File: src/verilog/ioa_pkg.sv
// Operation
// - Memory is a sequence of bytes, each reached by its own 16-bit address.
// - The address space covers 65,536 bytes of mixed read-only and read/write storage.
// - Bit 0 of a data byte is its least significant bit and bit 7 its most significant bit.
// - An instruction is one, two or three bytes long, held at consecutive addresses.
// - An instruction is known by the address of its first byte.
// - Multi-byte data lies at consecutive addresses, least significant byte lowest.
// - A direct data address takes byte two as its low half and byte three as its high half.
// - Register addressing takes the operand from the register or pair named in the opcode.
// - Register-indirect data addressing uses a pair, first register high and second low.
// - An immediate operand is one byte or two bytes, low byte first.
// - Without a branch or interrupt, instructions are fetched at increasing addresses.
// - A direct branch target takes byte two low and byte three high, except the vector call.
// - A register-indirect branch target comes from a pair, first register high.
// - The one-byte vector call jumps to eight times its three-bit field.
// - The register field codes A=111, B=000, C=001, D=010, E=011, H=100, L=101.
// - The pair field codes B-C=00, D-E=01, H-L=10, stack pointer=11.
package ioa_pkg;
   localparam int ADDR_W = 16;
   localparam int DATA_W = 8;
   localparam logic [ADDR_W-1:0] RESET_PC = 16'h0000;
   localparam logic [ADDR_W-1:0] RESET_SP = 16'h0000;
   localparam logic [DATA_W-1:0] RESET_BYTE = 8'h00;
   localparam logic [1:0] LEN_ONE = 2'h1;
   localparam logic [1:0] LEN_TWO = 2'h2;
   localparam logic [1:0] LEN_THREE = 2'h3;
   // Register field codes.
   localparam logic [2:0] REG_A = 3'h7;
   localparam logic [2:0] REG_B = 3'h0;
   localparam logic [2:0] REG_C = 3'h1;
   localparam logic [2:0] REG_D = 3'h2;
   localparam logic [2:0] REG_E = 3'h3;
   localparam logic [2:0] REG_H = 3'h4;
   localparam logic [2:0] REG_L = 3'h5;
   localparam logic [2:0] REG_MEM = 3'h6;
   // Register pair field codes.
   localparam logic [1:0] PAIR_BC = 2'h0;
   localparam logic [1:0] PAIR_DE = 2'h1;
   localparam logic [1:0] PAIR_HL = 2'h2;
   localparam logic [1:0] PAIR_SP = 2'h3;
   // Field positions inside the first byte.
   localparam int DST_LSB = 3;
   localparam int PAIR_LSB = 4;
   localparam int VEC_SHIFT = 3;
   // Addressing modes reported for each instruction.
   typedef enum logic [2:0] {
      IOA_MODE_NONE = 3'b000,
      IOA_MODE_DIRECT = 3'b001,
      IOA_MODE_REG = 3'b010,
      IOA_MODE_INDIRECT = 3'b011,
      IOA_MODE_IMM = 3'b100
   } ioa_mode_e;
   // Branch target kinds.
   typedef enum logic [1:0] {
      IOA_BR_NONE = 2'b00,
      IOA_BR_DIRECT = 2'b01,
      IOA_BR_INDIRECT = 2'b10,
      IOA_BR_VECTOR = 2'b11
   } ioa_branch_e;
   typedef enum logic [2:0] {
      IOA_ST_FETCH = 3'b000,
      IOA_ST_WAIT1 = 3'b001,
      IOA_ST_BYTE2 = 3'b010,
      IOA_ST_BYTE3 = 3'b011,
      IOA_ST_EXEC = 3'b100
   } ioa_state_e;
endpackage

File: src/verilog/ioa_decode.sv
`timescale 1ns/1ns
// Pure decode of the first instruction byte into length, mode and branch kind.
module ioa_decode
   import ioa_pkg::*;
(
   // First byte.
   input wire logic [DATA_W-1:0] opcode,
   // Decode results.
   output logic [1:0] length,
   output ioa_mode_e mode,
   output ioa_branch_e branch,
   output logic pair_mem_op
);
   logic [2:0] dest_register_field;
   logic [2:0] source_register_field;
   logic [1:0] register_pair_field;

   always_comb begin
      dest_register_field = opcode[DST_LSB +: 3];
      source_register_field = opcode[2:0];
      register_pair_field = opcode[PAIR_LSB +: 2];
      length = LEN_ONE;
      mode = IOA_MODE_NONE;
      branch = IOA_BR_NONE;
      pair_mem_op = 1'b0;
      case (opcode[7:6])
         2'b01: begin
            // Moves between registers or through the H-L pair.
            if (dest_register_field == REG_MEM || source_register_field == REG_MEM) begin
               mode = IOA_MODE_INDIRECT;
            end else begin
               mode = IOA_MODE_REG;
            end
         end
         2'b10: begin
            mode = (source_register_field == REG_MEM) ? IOA_MODE_INDIRECT : IOA_MODE_REG;
         end
         2'b00: begin
            case (source_register_field)
               3'h6: begin
                  length = LEN_TWO;
                  mode = IOA_MODE_IMM;
               end
               3'h1: begin
                  if (!opcode[3]) begin
                     length = LEN_THREE;
                     mode = IOA_MODE_IMM;
                  end else begin
                     mode = IOA_MODE_REG;
                  end
               end
               3'h2: begin
                  if (opcode[5]) begin
                     length = LEN_THREE;
                     mode = IOA_MODE_DIRECT;
                  end else begin
                     mode = IOA_MODE_INDIRECT;
                     pair_mem_op = 1'b1;
                  end
               end
               default: begin
                  mode = IOA_MODE_REG;
               end
            endcase
         end
         default: begin
            case (source_register_field)
               3'h2, 3'h4: begin
                  length = LEN_THREE;
                  branch = IOA_BR_DIRECT;
                  mode = IOA_MODE_DIRECT;
               end
               3'h3: begin
                  if (dest_register_field == 3'h0) begin
                     length = LEN_THREE;
                     branch = IOA_BR_DIRECT;
                  end else if (dest_register_field[2:1] == 2'b01) begin
                     length = LEN_TWO;
                     mode = IOA_MODE_IMM;
                  end
               end
               3'h5: begin
                  if (!opcode[3]) begin
                     mode = IOA_MODE_REG;
                  end else begin
                     length = LEN_THREE;
                     branch = IOA_BR_DIRECT;
                  end
               end
               3'h6: begin
                  length = LEN_TWO;
                  mode = IOA_MODE_IMM;
               end
               3'h7: begin
                  branch = IOA_BR_VECTOR;
               end
               3'h1: begin
                  if (opcode[5:3] == 3'h5) begin
                     branch = IOA_BR_INDIRECT;
                     mode = IOA_MODE_INDIRECT;
                  end
               end
               default: begin
                  mode = IOA_MODE_NONE;
               end
            endcase
         end
      endcase
   end
endmodule

File: src/verilog/ioa_addressing.sv
`timescale 1ns/1ns
// Instruction fetch and operand address formation.
module ioa_addressing
   import ioa_pkg::*;
(
   // Clock and reset.
   input wire logic CORE_CLK,
   input wire logic RESET_N,
   // Memory read port.
   output logic [ioa_pkg::ADDR_W-1:0] MEM_ADDR,
   output logic MEM_RD,
   input wire logic [ioa_pkg::DATA_W-1:0] MEM_RDATA,
   input wire logic MEM_VALID,
   // Register file view.
   input wire logic [ioa_pkg::DATA_W-1:0] REG_B_IN,
   input wire logic [ioa_pkg::DATA_W-1:0] REG_C_IN,
   input wire logic [ioa_pkg::DATA_W-1:0] REG_D_IN,
   input wire logic [ioa_pkg::DATA_W-1:0] REG_E_IN,
   input wire logic [ioa_pkg::DATA_W-1:0] REG_H_IN,
   input wire logic [ioa_pkg::DATA_W-1:0] REG_L_IN,
   input wire logic [ioa_pkg::DATA_W-1:0] REG_A_IN,
   input wire logic [ioa_pkg::ADDR_W-1:0] SP_IN,
   // Execution handshake.
   input wire logic EXEC_DONE,
   input wire logic BRANCH_TAKEN,
   // Decoded instruction.
   output logic INSTR_VALID,
   output logic [ioa_pkg::ADDR_W-1:0] INSTR_ADDR,
   output logic [ioa_pkg::DATA_W-1:0] INSTR_OPCODE,
   output logic [1:0] INSTR_LEN,
   output ioa_pkg::ioa_mode_e INSTR_MODE,
   output logic [ioa_pkg::ADDR_W-1:0] OPERAND_ADDR,
   output logic [ioa_pkg::ADDR_W-1:0] IMM_DATA,
   output logic [ioa_pkg::DATA_W-1:0] SRC_OPERAND,
   output logic [ioa_pkg::ADDR_W-1:0] PAIR_OPERAND,
   output ioa_pkg::ioa_branch_e BRANCH_KIND,
   output logic [ioa_pkg::ADDR_W-1:0] BRANCH_TARGET
);
   import ioa_pkg::*;

   ioa_state_e state_r, state_nxt;
   logic [ADDR_W-1:0] pc_r, pc_nxt;
   logic [ADDR_W-1:0] iaddr_r, iaddr_nxt;
   logic [DATA_W-1:0] op_r, op_nxt;
   logic [DATA_W-1:0] b2_r, b2_nxt;
   logic [DATA_W-1:0] b3_r, b3_nxt;
   logic [ADDR_W-1:0] maddr_r, maddr_nxt;
   logic mrd_r, mrd_nxt;
   logic valid_r, valid_nxt;
   logic [1:0] len_r, len_nxt;
   ioa_mode_e mode_r, mode_nxt;
   ioa_branch_e bk_r, bk_nxt;
   logic [ADDR_W-1:0] oaddr_r, oaddr_nxt;
   logic [ADDR_W-1:0] imm_r, imm_nxt;
   logic [DATA_W-1:0] src_r, src_nxt;
   logic [ADDR_W-1:0] pairv_r, pairv_nxt;
   logic [ADDR_W-1:0] btgt_r, btgt_nxt;
   logic [1:0] dec_len;
   ioa_mode_e dec_mode;
   ioa_branch_e dec_branch;
   logic dec_pair_mem;
   logic [DATA_W-1:0] cur_op;

   // Register field lookup, shared by source operand selection.
   function automatic logic [DATA_W-1:0] reg_sel(input logic [2:0] f);
      case (f)
         REG_B: reg_sel = REG_B_IN;
         REG_C: reg_sel = REG_C_IN;
         REG_D: reg_sel = REG_D_IN;
         REG_E: reg_sel = REG_E_IN;
         REG_H: reg_sel = REG_H_IN;
         REG_L: reg_sel = REG_L_IN;
         REG_A: reg_sel = REG_A_IN;
         default: reg_sel = RESET_BYTE;
      endcase
   endfunction

   // Pair lookup: first register is the high half, second the low half.
   function automatic logic [ADDR_W-1:0] pair_sel(input logic [1:0] f);
      case (f)
         PAIR_BC: pair_sel = {REG_B_IN, REG_C_IN};
         PAIR_DE: pair_sel = {REG_D_IN, REG_E_IN};
         PAIR_HL: pair_sel = {REG_H_IN, REG_L_IN};
         default: pair_sel = SP_IN;
      endcase
   endfunction

   // Inside a pending fetch the opcode is the byte arriving now.
   assign cur_op = (state_r == IOA_ST_WAIT1) ? MEM_RDATA : op_r;

   ioa_decode u_decode (
      .opcode(cur_op),
      .length(dec_len),
      .mode(dec_mode),
      .branch(dec_branch),
      .pair_mem_op(dec_pair_mem)
   );

   always_comb begin
      state_nxt = state_r;
      pc_nxt = pc_r;
      iaddr_nxt = iaddr_r;
      op_nxt = op_r;
      b2_nxt = b2_r;
      b3_nxt = b3_r;
      maddr_nxt = maddr_r;
      mrd_nxt = 1'b0;
      valid_nxt = valid_r;
      len_nxt = len_r;
      mode_nxt = mode_r;
      bk_nxt = bk_r;
      oaddr_nxt = oaddr_r;
      imm_nxt = imm_r;
      src_nxt = src_r;
      pairv_nxt = pairv_r;
      btgt_nxt = btgt_r;
      case (state_r)
         IOA_ST_FETCH: begin
            maddr_nxt = pc_r;
            iaddr_nxt = pc_r;
            mrd_nxt = 1'b1;
            pc_nxt = pc_r + 16'h0001;
            state_nxt = IOA_ST_WAIT1;
         end
         IOA_ST_WAIT1: begin
            if (MEM_VALID) begin
               op_nxt = MEM_RDATA;
               len_nxt = dec_len;
               mode_nxt = dec_mode;
               bk_nxt = dec_branch;
               if (dec_len == LEN_ONE) begin
                  state_nxt = IOA_ST_EXEC;
               end else begin
                  maddr_nxt = pc_r;
                  mrd_nxt = 1'b1;
                  pc_nxt = pc_r + 16'h0001;
                  state_nxt = IOA_ST_BYTE2;
               end
            end
         end
         IOA_ST_BYTE2: begin
            if (MEM_VALID) begin
               b2_nxt = MEM_RDATA;
               if (len_r == LEN_TWO) begin
                  state_nxt = IOA_ST_EXEC;
               end else begin
                  maddr_nxt = pc_r;
                  mrd_nxt = 1'b1;
                  pc_nxt = pc_r + 16'h0001;
                  state_nxt = IOA_ST_BYTE3;
               end
            end
         end
         IOA_ST_BYTE3: begin
            if (MEM_VALID) begin
               b3_nxt = MEM_RDATA;
               state_nxt = IOA_ST_EXEC;
            end
         end
         IOA_ST_EXEC: begin
            if (!valid_r) begin
               // All operand bytes are in; present the instruction.
               valid_nxt = 1'b1;
               src_nxt = reg_sel(op_r[2:0]);
               pairv_nxt = pair_sel(op_r[PAIR_LSB +: 2]);
               imm_nxt = (len_r == LEN_THREE) ? {b3_r, b2_r} : {8'h00, b2_r};
               oaddr_nxt = RESET_PC;
               btgt_nxt = RESET_PC;
               case (mode_r)
                  IOA_MODE_DIRECT: oaddr_nxt = {b3_r, b2_r};
                  IOA_MODE_INDIRECT: begin
                     oaddr_nxt = dec_pair_mem ? pair_sel(op_r[PAIR_LSB +: 2]) : pair_sel(PAIR_HL);
                  end
                  default: oaddr_nxt = RESET_PC;
               endcase
               case (bk_r)
                  IOA_BR_DIRECT: btgt_nxt = {b3_r, b2_r};
                  IOA_BR_INDIRECT: btgt_nxt = pair_sel(PAIR_HL);
                  IOA_BR_VECTOR: btgt_nxt = {10'h000, op_r[DST_LSB +: 3], 3'h0};
                  default: btgt_nxt = RESET_PC;
               endcase
            end else if (EXEC_DONE) begin
               valid_nxt = 1'b0;
               if (BRANCH_TAKEN && bk_r != IOA_BR_NONE) begin
                  pc_nxt = btgt_r;
               end
               state_nxt = IOA_ST_FETCH;
            end
         end
         default: begin
            state_nxt = IOA_ST_FETCH;
         end
      endcase
   end

   always_ff @(posedge CORE_CLK) begin
      if (!RESET_N) begin
         state_r <= IOA_ST_FETCH;
         pc_r <= RESET_PC;
         iaddr_r <= RESET_PC;
         op_r <= RESET_BYTE;
         b2_r <= RESET_BYTE;
         b3_r <= RESET_BYTE;
         maddr_r <= RESET_PC;
         mrd_r <= 1'b0;
         valid_r <= 1'b0;
         len_r <= LEN_ONE;
         mode_r <= IOA_MODE_NONE;
         bk_r <= IOA_BR_NONE;
         oaddr_r <= RESET_PC;
         imm_r <= RESET_PC;
         src_r <= RESET_BYTE;
         pairv_r <= RESET_SP;
         btgt_r <= RESET_PC;
      end else begin
         state_r <= state_nxt;
         pc_r <= pc_nxt;
         iaddr_r <= iaddr_nxt;
         op_r <= op_nxt;
         b2_r <= b2_nxt;
         b3_r <= b3_nxt;
         maddr_r <= maddr_nxt;
         mrd_r <= mrd_nxt;
         valid_r <= valid_nxt;
         len_r <= len_nxt;
         mode_r <= mode_nxt;
         bk_r <= bk_nxt;
         oaddr_r <= oaddr_nxt;
         imm_r <= imm_nxt;
         src_r <= src_nxt;
         pairv_r <= pairv_nxt;
         btgt_r <= btgt_nxt;
      end
   end

   assign MEM_ADDR = maddr_r;
   assign MEM_RD = mrd_r;
   assign INSTR_VALID = valid_r;
   assign INSTR_ADDR = iaddr_r;
   assign INSTR_OPCODE = op_r;
   assign INSTR_LEN = len_r;
   assign INSTR_MODE = mode_r;
   assign OPERAND_ADDR = oaddr_r;
   assign IMM_DATA = imm_r;
   assign SRC_OPERAND = src_r;
   assign PAIR_OPERAND = pairv_r;
   assign BRANCH_KIND = bk_r;
   assign BRANCH_TARGET = btgt_r;
endmodule

File: config.mk
export PLATFORM = sky130hd
export DESIGN_NAME = ioa_addressing
export DESIGN_NICKNAME = d
export VERILOG_FILES = /design/src/verilog/ioa_pkg.sv /design/src/verilog/ioa_decode.sv /design/src/verilog/ioa_addressing.sv
export SDC_FILE = /design/constraint.sdc
export NUM_CORES = 1
export LEC_CHECK = 0
export BUFFER_PORTS_ARGS = -buffer_cell sky130_fd_sc_hd__buf_2
export CORE_ASPECT_RATIO = 0.75
export CORE_MARGIN = 2
export CORE_UTILIZATION = 48
export DETAILED_ROUTE_END_ITERATION = 10
export PLACE_DENSITY_LB_ADDON = 0.25
export SYNTH_ARGS = -nofsm -noshare
export SYNTH_HDL_FRONTEND = slang
export SYNTH_HIERARCHICAL = 1
export SYNTH_SLANG_ARGS = --single-unit
File: constraint.sdc
create_clock -name CORE_CLK -period 3.2 [get_ports CORE_CLK]
set_input_delay 0.64 -clock CORE_CLK [delete_from_list [all_inputs] [get_ports CORE_CLK]]
set_output_delay 0.64 -clock CORE_CLK [all_outputs]
set_load 0.01 [all_outputs]
# Word-level counts from Yosys, hierarchy flattened
# Index checks and enable logic that the tools add are counted.
# W data, S select, Z words.
[word_totals] wordCells=141 latchBits=0 reg_bits=156 mem_count=0 ramBits=0 romBits=0
[classes] addsub=1 multipliers=0 n_mux=62 div_mod_pow=0 n_reduce_logical=20 n_lt_le_gt_ge=0 n_eq_ne=40 n_bitwise=1 shift=0
[ops] cell="$mux W16" n=13
[ops] cell="$pmux W16 S3" n=3
[ops] cell="$pmux W16 S4" n=1
[ops] cell="$pmux W8 S7" n=1
[ops] cell="$pmux W16 S2" n=1
[ops] cell="$eq A3 B3 Y1 const B" n=10
[ops] cell="$mux W3" n=10
[ops] cell="$pmux W3 S5" n=2
[ops] cell="$eq A3 B2 Y1 const B" n=7
[ops] cell="$mux W2" n=10
[ops] cell="$pmux W3 S3" n=2
[ops] cell="$add A16 B1 Y16 const B" n=1
[ops] cell="$ne A2 B2 Y1 const B" n=8
[ops] cell="$mux W1" n=13
[ops] cell="$eq A2 B2 Y1 const B" n=6
[ops] cell="$eq A3 B1 Y1 const B" n=4
[ops] cell="$eq A2 B1 Y1 const B" n=5
[ops] cell="$pmux W2 S5" n=1
[ops] cell="$reduce_and A5 Y1" n=2
[ops] cell="$logic_not A3 Y1" n=3
[ops] cell="$mux W8" n=1
[ops] cell="$pmux W2 S4" n=1
[ops] cell="$reduce_and A2 Y1" n=4
[ops] cell="$reduce_and A8 Y1" n=1
[ops] cell="12 further kinds" n=14

# Logic depth before layout (Yosys ltp)
[logic_depth] ltp_word=11 ltp_mapped=15 ltp_nobuf=11

# Hierarchy
# The synthesis kept the hierarchy.
[modules_own_cells] module="ioa_addressing" area_per_inst_um2=7399.6 instances=1 cells_each=888
[modules_own_cells] module="ioa_decode" area_per_inst_um2=349.1 instances=1 cells_each=49

# Least setup slack after synthesis
# OpenSTA, ideal clock, no wires.
[synth_path] kind="register -> register" from="register op_r[2] (netlist: INSTR_OPCODE[2])" to="register maddr_r[5] (netlist: MEM_ADDR[5])" period_less_slack_ns=3.360 path_slack_ns=-0.160 required_ns=3.072 t_arrival_ns=3.233 stages_incl_launch_ff=15 path_cell_list="dfxtp_1 clkbuf_1 buf_2 clkbuf_1 mux2_2 buf_2 nor2_1 o32ai_1 a32o_1 nand2b_1 a21oi_1 a211oi_2 buf_6 mux2i_1 nor2_1"
[synth_between] elab_chain_len=8
[synth_lines] item="from (decl)" line_no="ioa_addressing.sv:44" source="logic [DATA_W-1:0] op_r, op_nxt;"
[synth_lines] item="from (signal assigned)" line_no="ioa_addressing.sv:219" source="op_r <= op_nxt;"
[synth_lines] item="$mux W8 (*)" line_no="ioa_addressing.sv:89" source="assign cur_op = (state_r == IOA_ST_WAIT1) ? MEM_RDATA : op_r;"
[synth_lines] item="named net cur_op[2]" line_no="ioa_addressing.sv:62" source="logic [DATA_W-1:0] cur_op;"
[synth_lines] item="$eq A3 B2 Y1 or $eq A3 B3 Y1 (tied branches)" line_no="ioa_decode.sv:39, ioa_decode.sv:67"
[synth_lines] item="$reduce_or A2 Y1" line_no="ioa_decode.sv:67" source="case (source_register_field)"
[synth_lines] item="$pmux W2 S4" line_no="ioa_decode.sv:67"
[synth_lines] item="$pmux W2 S2 (*)" line_no="ioa_decode.sv:26" source="case (opcode[7:6])"
[synth_lines] item="named net dec_len[1]" line_no="ioa_addressing.sv:58" source="logic [1:0] dec_len;"
[synth_lines] item="$eq A2 B1 Y1 (*)" line_no="ioa_addressing.sv:131" source="if (dec_len == LEN_ONE) begin"
[synth_lines] item="$ne A2 B2 Y1 (no line) (*)"
[synth_lines] item="$reduce_and A5 Y1 (no line) (*)"
[synth_lines] item="to (signal assigned)" line_no="ioa_addressing.sv:222" source="maddr_r <= maddr_nxt;"
[synth_lines] item="to (decl)" line_no="ioa_addressing.sv:47" source="logic [ADDR_W-1:0] maddr_r, maddr_nxt;"
# Mark *: on every way through the listed nets, which the timed path passes. The rest lies on a longest branch.
# A chain may end at the register's enable or synchronous reset.

# Worst setup path after layout
[layout_path] from="register state_r[1]" to="register pc_r[0]"
[layout_between] elab_chain_len=10
[layout_lines] item="from (decl)" line_no="ioa_addressing.sv:41" source="ioa_state_e state_r, state_nxt;"
[layout_lines] item="from (signal assigned)" line_no="ioa_addressing.sv:216" source="state_r <= state_nxt;"
[layout_lines] item="$eq A3 B1 Y1 (*)" line_no="ioa_addressing.sv:89"
[layout_lines] item="$mux W8 (*)" line_no="ioa_addressing.sv:89"
[layout_lines] item="named net cur_op[5]" line_no="ioa_addressing.sv:62"
[layout_lines] item="$eq A2 B1 Y1" line_no="ioa_decode.sv:77" source="end else if (dest_register_field[2:1] == 2'b01) begin"
[layout_lines] item="$mux W2" line_no="ioa_decode.sv:77"
[layout_lines] item="$mux W2 (*)" line_no="ioa_decode.sv:74" source="if (dest_register_field == 3'h0) begin"
[layout_lines] item="$pmux W2 S4 (*)" line_no="ioa_decode.sv:67"
[layout_lines] item="$pmux W2 S2 (*)" line_no="ioa_decode.sv:26"
[layout_lines] item="named net dec_len[0]" line_no="ioa_addressing.sv:58"
[layout_lines] item="$eq A2 B1 Y1 (*)" line_no="ioa_addressing.sv:131"
[layout_lines] item="$ne A2 B2 Y1 (no line) (*)"
[layout_lines] item="$reduce_and A8 Y1 (no line) (*)"
[layout_lines] item="to (signal assigned)" line_no="ioa_addressing.sv:217" source="pc_r <= pc_nxt;"
[layout_lines] item="to (decl)" line_no="ioa_addressing.sv:42" source="logic [ADDR_W-1:0] pc_r, pc_nxt;"
# Marked as above.

==> results.txt <==
The flow ran to the end, and the final reports show no timing, DRC or antenna violations. The number of nets still failing antenna checks after routing is 0. In this run the worst path has a maximum fanout of 20. After floorplanning, the core was divided into 40 placement rows. In this run the mean area of a mapped cell was 8.27 um^2.

The count of pins over their slew limit is 0. The initial antenna violation count came out at 1. The number of placed I/O pins is 206.

The placer's final routability congestion estimate is 0.985. The floorplan step defined a die boundary enclosing 0.0172 mm^2. The x dimension of the die is 151 um. The internal power contribution came out at 3.90 mW. The count of unresolved DRC violations after routing is 0. The worst-case clock buffer depth is 2.

The reported net switching power is 1.58 mW. The library cell contributing the largest single delay on the critical path is sky130_fd_sc_hd__mux2_2. TritonCTS built the clock tree. The power density over the cells came out at 572 mW/mm^2. After routing the design area is 0.00958 mm^2.

The clock transition at the registers of the reported paths is 0.06 ns. The worst slew slack as a fraction of its limit came out at 34.4%. The overall power of the completed layout came out at 5.48 mW. Of the total power, combinational logic draws 21.3%. The sequential cell area fraction in the yosys report came out at 40.3%. The quantity of I/O buffers inserted on ports is 205.

The highest ir drop seen on vdd is 0.409 mV. The startpoint identified for the worst register-to-register timing path is state_r[1]. Yosys mapped a number of flops with a built-in enable equal to 0. The final critical path takes up 96.4% of the cycle. The DRC marker count from the first detailed-route iteration is 604. The number of global-route vias before repair came out at 6,794. The cell sitting at the root of the clock tree is a sky130_fd_sc_hd__clkbuf_16.

The setup clock skew after layout is 0.00887 ns. The switching portion of total power is 28.8%. The worst setup path is captured at a flip-flop.

The arrival time reported for the critical path endpoint is 3.43 ns. The biggest area contributor in the post-synthesis netlist is sky130_fd_sc_hd__dfxtp_1. Clock tree synthesis inserted a total of 17 buffers.

The hold buffer count at cts came out at 0. The filler cell count is 1,462. The highest metal layer carrying signal wires in the routed design is met5.

The post-synthesis share of cell area spent on full adders, half adders and majority gates came out at 0.807%. Yosys instantiated no cell more often than sky130_fd_sc_hd__nand2_1. Counting I/O delays and the setup requirement, the final critical path takes 3.09 ns. The detailed-route via count came out at 7,681. The sum of overflow across all layers after global routing is 0.

Once the floorplan was initialized, standard cells occupied 48.7% of the core. After layout, the worst setup slack is 0.114 ns. The timing-limited maximum frequency came out at 324 MHz. The analysis attributes to cell leakage a power of 3.85 nW. The share of total power dissipated in the clock network is 39.8%.

In the final routing, the length of wire on met1 measures 11,000 um. The final wirelength came out at 24,100 um. The signal on the critical path passes through nor3b_1 > buf_4 > mux2_2 > nor4bb_1 > o211ai_1 > a21boi_1 > nor3b_2 > o21ai_1 > nand3_1 > buf_12 > or3_1 > a31oi_1. In this run, flip-flops and latches consume 38.9% of the power. The worst setup path is of the flip-flop to flip-flop kind. The count of mapped cells out of synthesis is 937. After synthesis, the netlist uses 66 different library cells.

The setup slack after placement is 0.107 ns. Yosys attributes the largest share of cell area to sky130_fd_sc_hd__dfxtp_1 40%, sky130_fd_sc_hd__nand2_1 9.3%, sky130_fd_sc_hd__a21oi_1 8.0%. The global-route wire length before repair came out at 37,400 um. The class of the tightest hold or removal check is flip-flop to flip-flop. The share of layout cells above drive strength 1 came out at 27.7%. The share of synthesized registers carrying an async set or reset came out at 0%. After routing, the total negative slack on setup checks comes to 0 ns. The total nets after synthesis is 1,027.

The fraction of the mapped netlist area in compound gates came out at 18.1%. The element type at the critical path start is a flip-flop. The core region area is 0.0159 mm^2. The post-detailed-route via-to-cell ratio is 5.79. The worst register-to-register path has a depth of 12. The first detailed-routing pass ran for 5 iterations. The half-perimeter wire length of the detailed placement result is 17,300 um. The detail-routed net length per standard cell came out at 18.2 um. The setup-violating endpoint count in the final report is 0.

Entering global routing, the biggest net connects 80 pins. After synthesis, the share of cell area in mux cells is 13.4%. The worst hold path terminates at INSTR_ADDR[2]. By count the netlist is led by 193 x sky130_fd_sc_hd__nand2_1, 156 x sky130_fd_sc_hd__dfxtp_1, 124 x sky130_fd_sc_hd__a21oi_1.

The max-cap check violation count is 0. Counting every sink on the clock net gives 156. The simple-gate share of the synthesized area is 22.5%. The required time reported for the critical path endpoint came out at 3.55 ns.

The net count reported at finish is 1,194. The launching element of the worst setup path is state_r[1]. The final cell utilization of the core is 60.2%.

Counting flops and latches in the post-synthesis netlist gives 156. The synthesized netlist occupies a cell area of 0.00775 mm^2. The worst reg2reg path endpoint is pc_r[0]. The share of the synthesized netlist area taken by xor and xnor gates is 0.113%.

Summed over all nets, wire length on met3 after detailed routing comes to 2060 um. The met2 wire length is 10,500 um. The CTS H-tree depth came out at 4. The layout-stage area growth over the synthesis result is 23.6%. From bottom edge to top edge, the die measures 114 um. Setup slack on the worst reg-to-reg path comes out at 0.11 ns. For this run, the leading register cell type out of synthesis is sky130_fd_sc_hd__dfxtp_1. At the later pin of the worst-skew pair, clock insertion delay measures 0.43 ns. The number of inserted diodes came out at 0. The area share of the largest cell type after synthesis came out at 40.3%. The source of the worst hold timing path is INSTR_ADDR[2].

The overall fraction of global-route tracks in use is 28.1%. For the pin with the worst max-slew slack, the measured transition is 0.984 ns. The number of warnings reported in the yosys synthesis log came out at 6.

The cell depth of the worst min-delay path is 2. The combinational family with the most area after synthesis is simple AND/OR/NAND/NOR gates. The number of hold violations in the final report was 0.

In this design, the stage delay of the slowest critical-path cell is 0.41 ns. The post-detailed-placement cell area came out at 0.00893 mm^2.
==> power groups by stage <==
stage	sequential, mW	clock (mW)	combinational [mW]
floorplan	2.18	0	0.751
global placement	2.17	0	1.13
detailed placement	2.18	0	1.14
CTS	2.13	2.20	1.15
global route	2.14	2.30	1.28
finish	2.13	2.18	1.17
==> metrics by stage <==
step	hold WS [ns]	cells
2_1_floorplan	0.454	937
3_3_place_gp	0.440	1294
3_5_place_dp	0.443	1294
4_1_cts	0.451	1325
5_1_grt	0.469	1326
6_report	0.449	1326
==> worst max-delay path: cells and delay by family (launching register included) <==
family | cells | cell delay, ns
flip-flops | 1 | 0.31
AO/OA/AOI/OAI | 4 | 0.68
buffers and inverters | 2 | 0.41
multiplexers | 1 | 0.41
AND/OR/NAND/NOR | 5 | 1.18
==> layout make-up <==
cell class                 instances  area (um^2)  share of cell area, %
timing repair buffer             228         1250                   13.0
tap                              210          263                   2.74
sequential                       156         3120                   32.6
inverter                           4         17.5                  0.183
clock buffer                      20          437                   4.56
multi-input combinational        697         4300                   44.9
clock inverter                    11          193                   2.01
==> layer usage <==
layer	up-vias	GRT usage (%)
li1	3654	-
met1	3623	41.2
met2	360	41.5
met3	42	5.84
met4	2	8.54
met5	-	0
==> logic make-up (layout without fill, tap and decap cells) <==
family,Yosys count,in the layout
flops,156,156
fa+ha+maj,5,5
buf+inv,84,263
compound gates,228,228
mux,76,76
simple gates,387,387
xor+xnor,1,1
==> placed cells by master (no fill, tap or decap), types with 13 or more instances in the layout <==
master / count
sky130_fd_sc_hd__a221oi_1: 16
sky130_fd_sc_hd__nand2b_1: 14
sky130_fd_sc_hd__nor2_1: 71
sky130_fd_sc_hd__nand2_1: 193
sky130_fd_sc_hd__nor3_1: 25
sky130_fd_sc_hd__nand3_1: 28
sky130_fd_sc_hd__o21ai_0: 22
sky130_fd_sc_hd__a21oi_1: 124
sky130_fd_sc_hd__mux2_2: 13
sky130_fd_sc_hd__mux2i_1: 41
sky130_fd_sc_hd__dfxtp_1: 156
sky130_fd_sc_hd__buf_4: 19
sky130_fd_sc_hd__mux4_2: 21
sky130_fd_sc_hd__buf_2: 205
sky130_fd_sc_hd__clkbuf_16: 17
==> state kept, by name (all words and copies together) (netlist names) <==
signal	count
b3_r	8
BRANCH_KIND	2
OPERAND_ADDR	16
b2_r	8
MEM_RD	1
state_r	3
INSTR_MODE	3
INSTR_OPCODE	8
INSTR_VALID	1
MEM_ADDR	16
pc_r	16
SRC_OPERAND	8
INSTR_LEN	2
INSTR_ADDR	16
BRANCH_TARGET	16
PAIR_OPERAND	16
IMM_DATA	16
==> how the worst max path moves through the flow <==
stage,cells past startpoint,slack [ns],to
2_1_floorplan,14,0.01,MEM_ADDR[5]
3_3_place_gp,12,0.20,pc_r[0]
3_5_place_dp,12,0.11,pc_r[0]
4_1_cts,12,0.06,pc_r[0]
5_1_grt,12,-0.01,pc_r[0]
6_report,12,0.11,pc_r[0]
==> what timing repair did <==
action | in CTS | in global routing
buffers inserted | 0 | 1
resized for setup | 0 | 5
endpoints found under the setup margin | 0 | 16
Note: power is estimated with default switching activity, not from simulation.
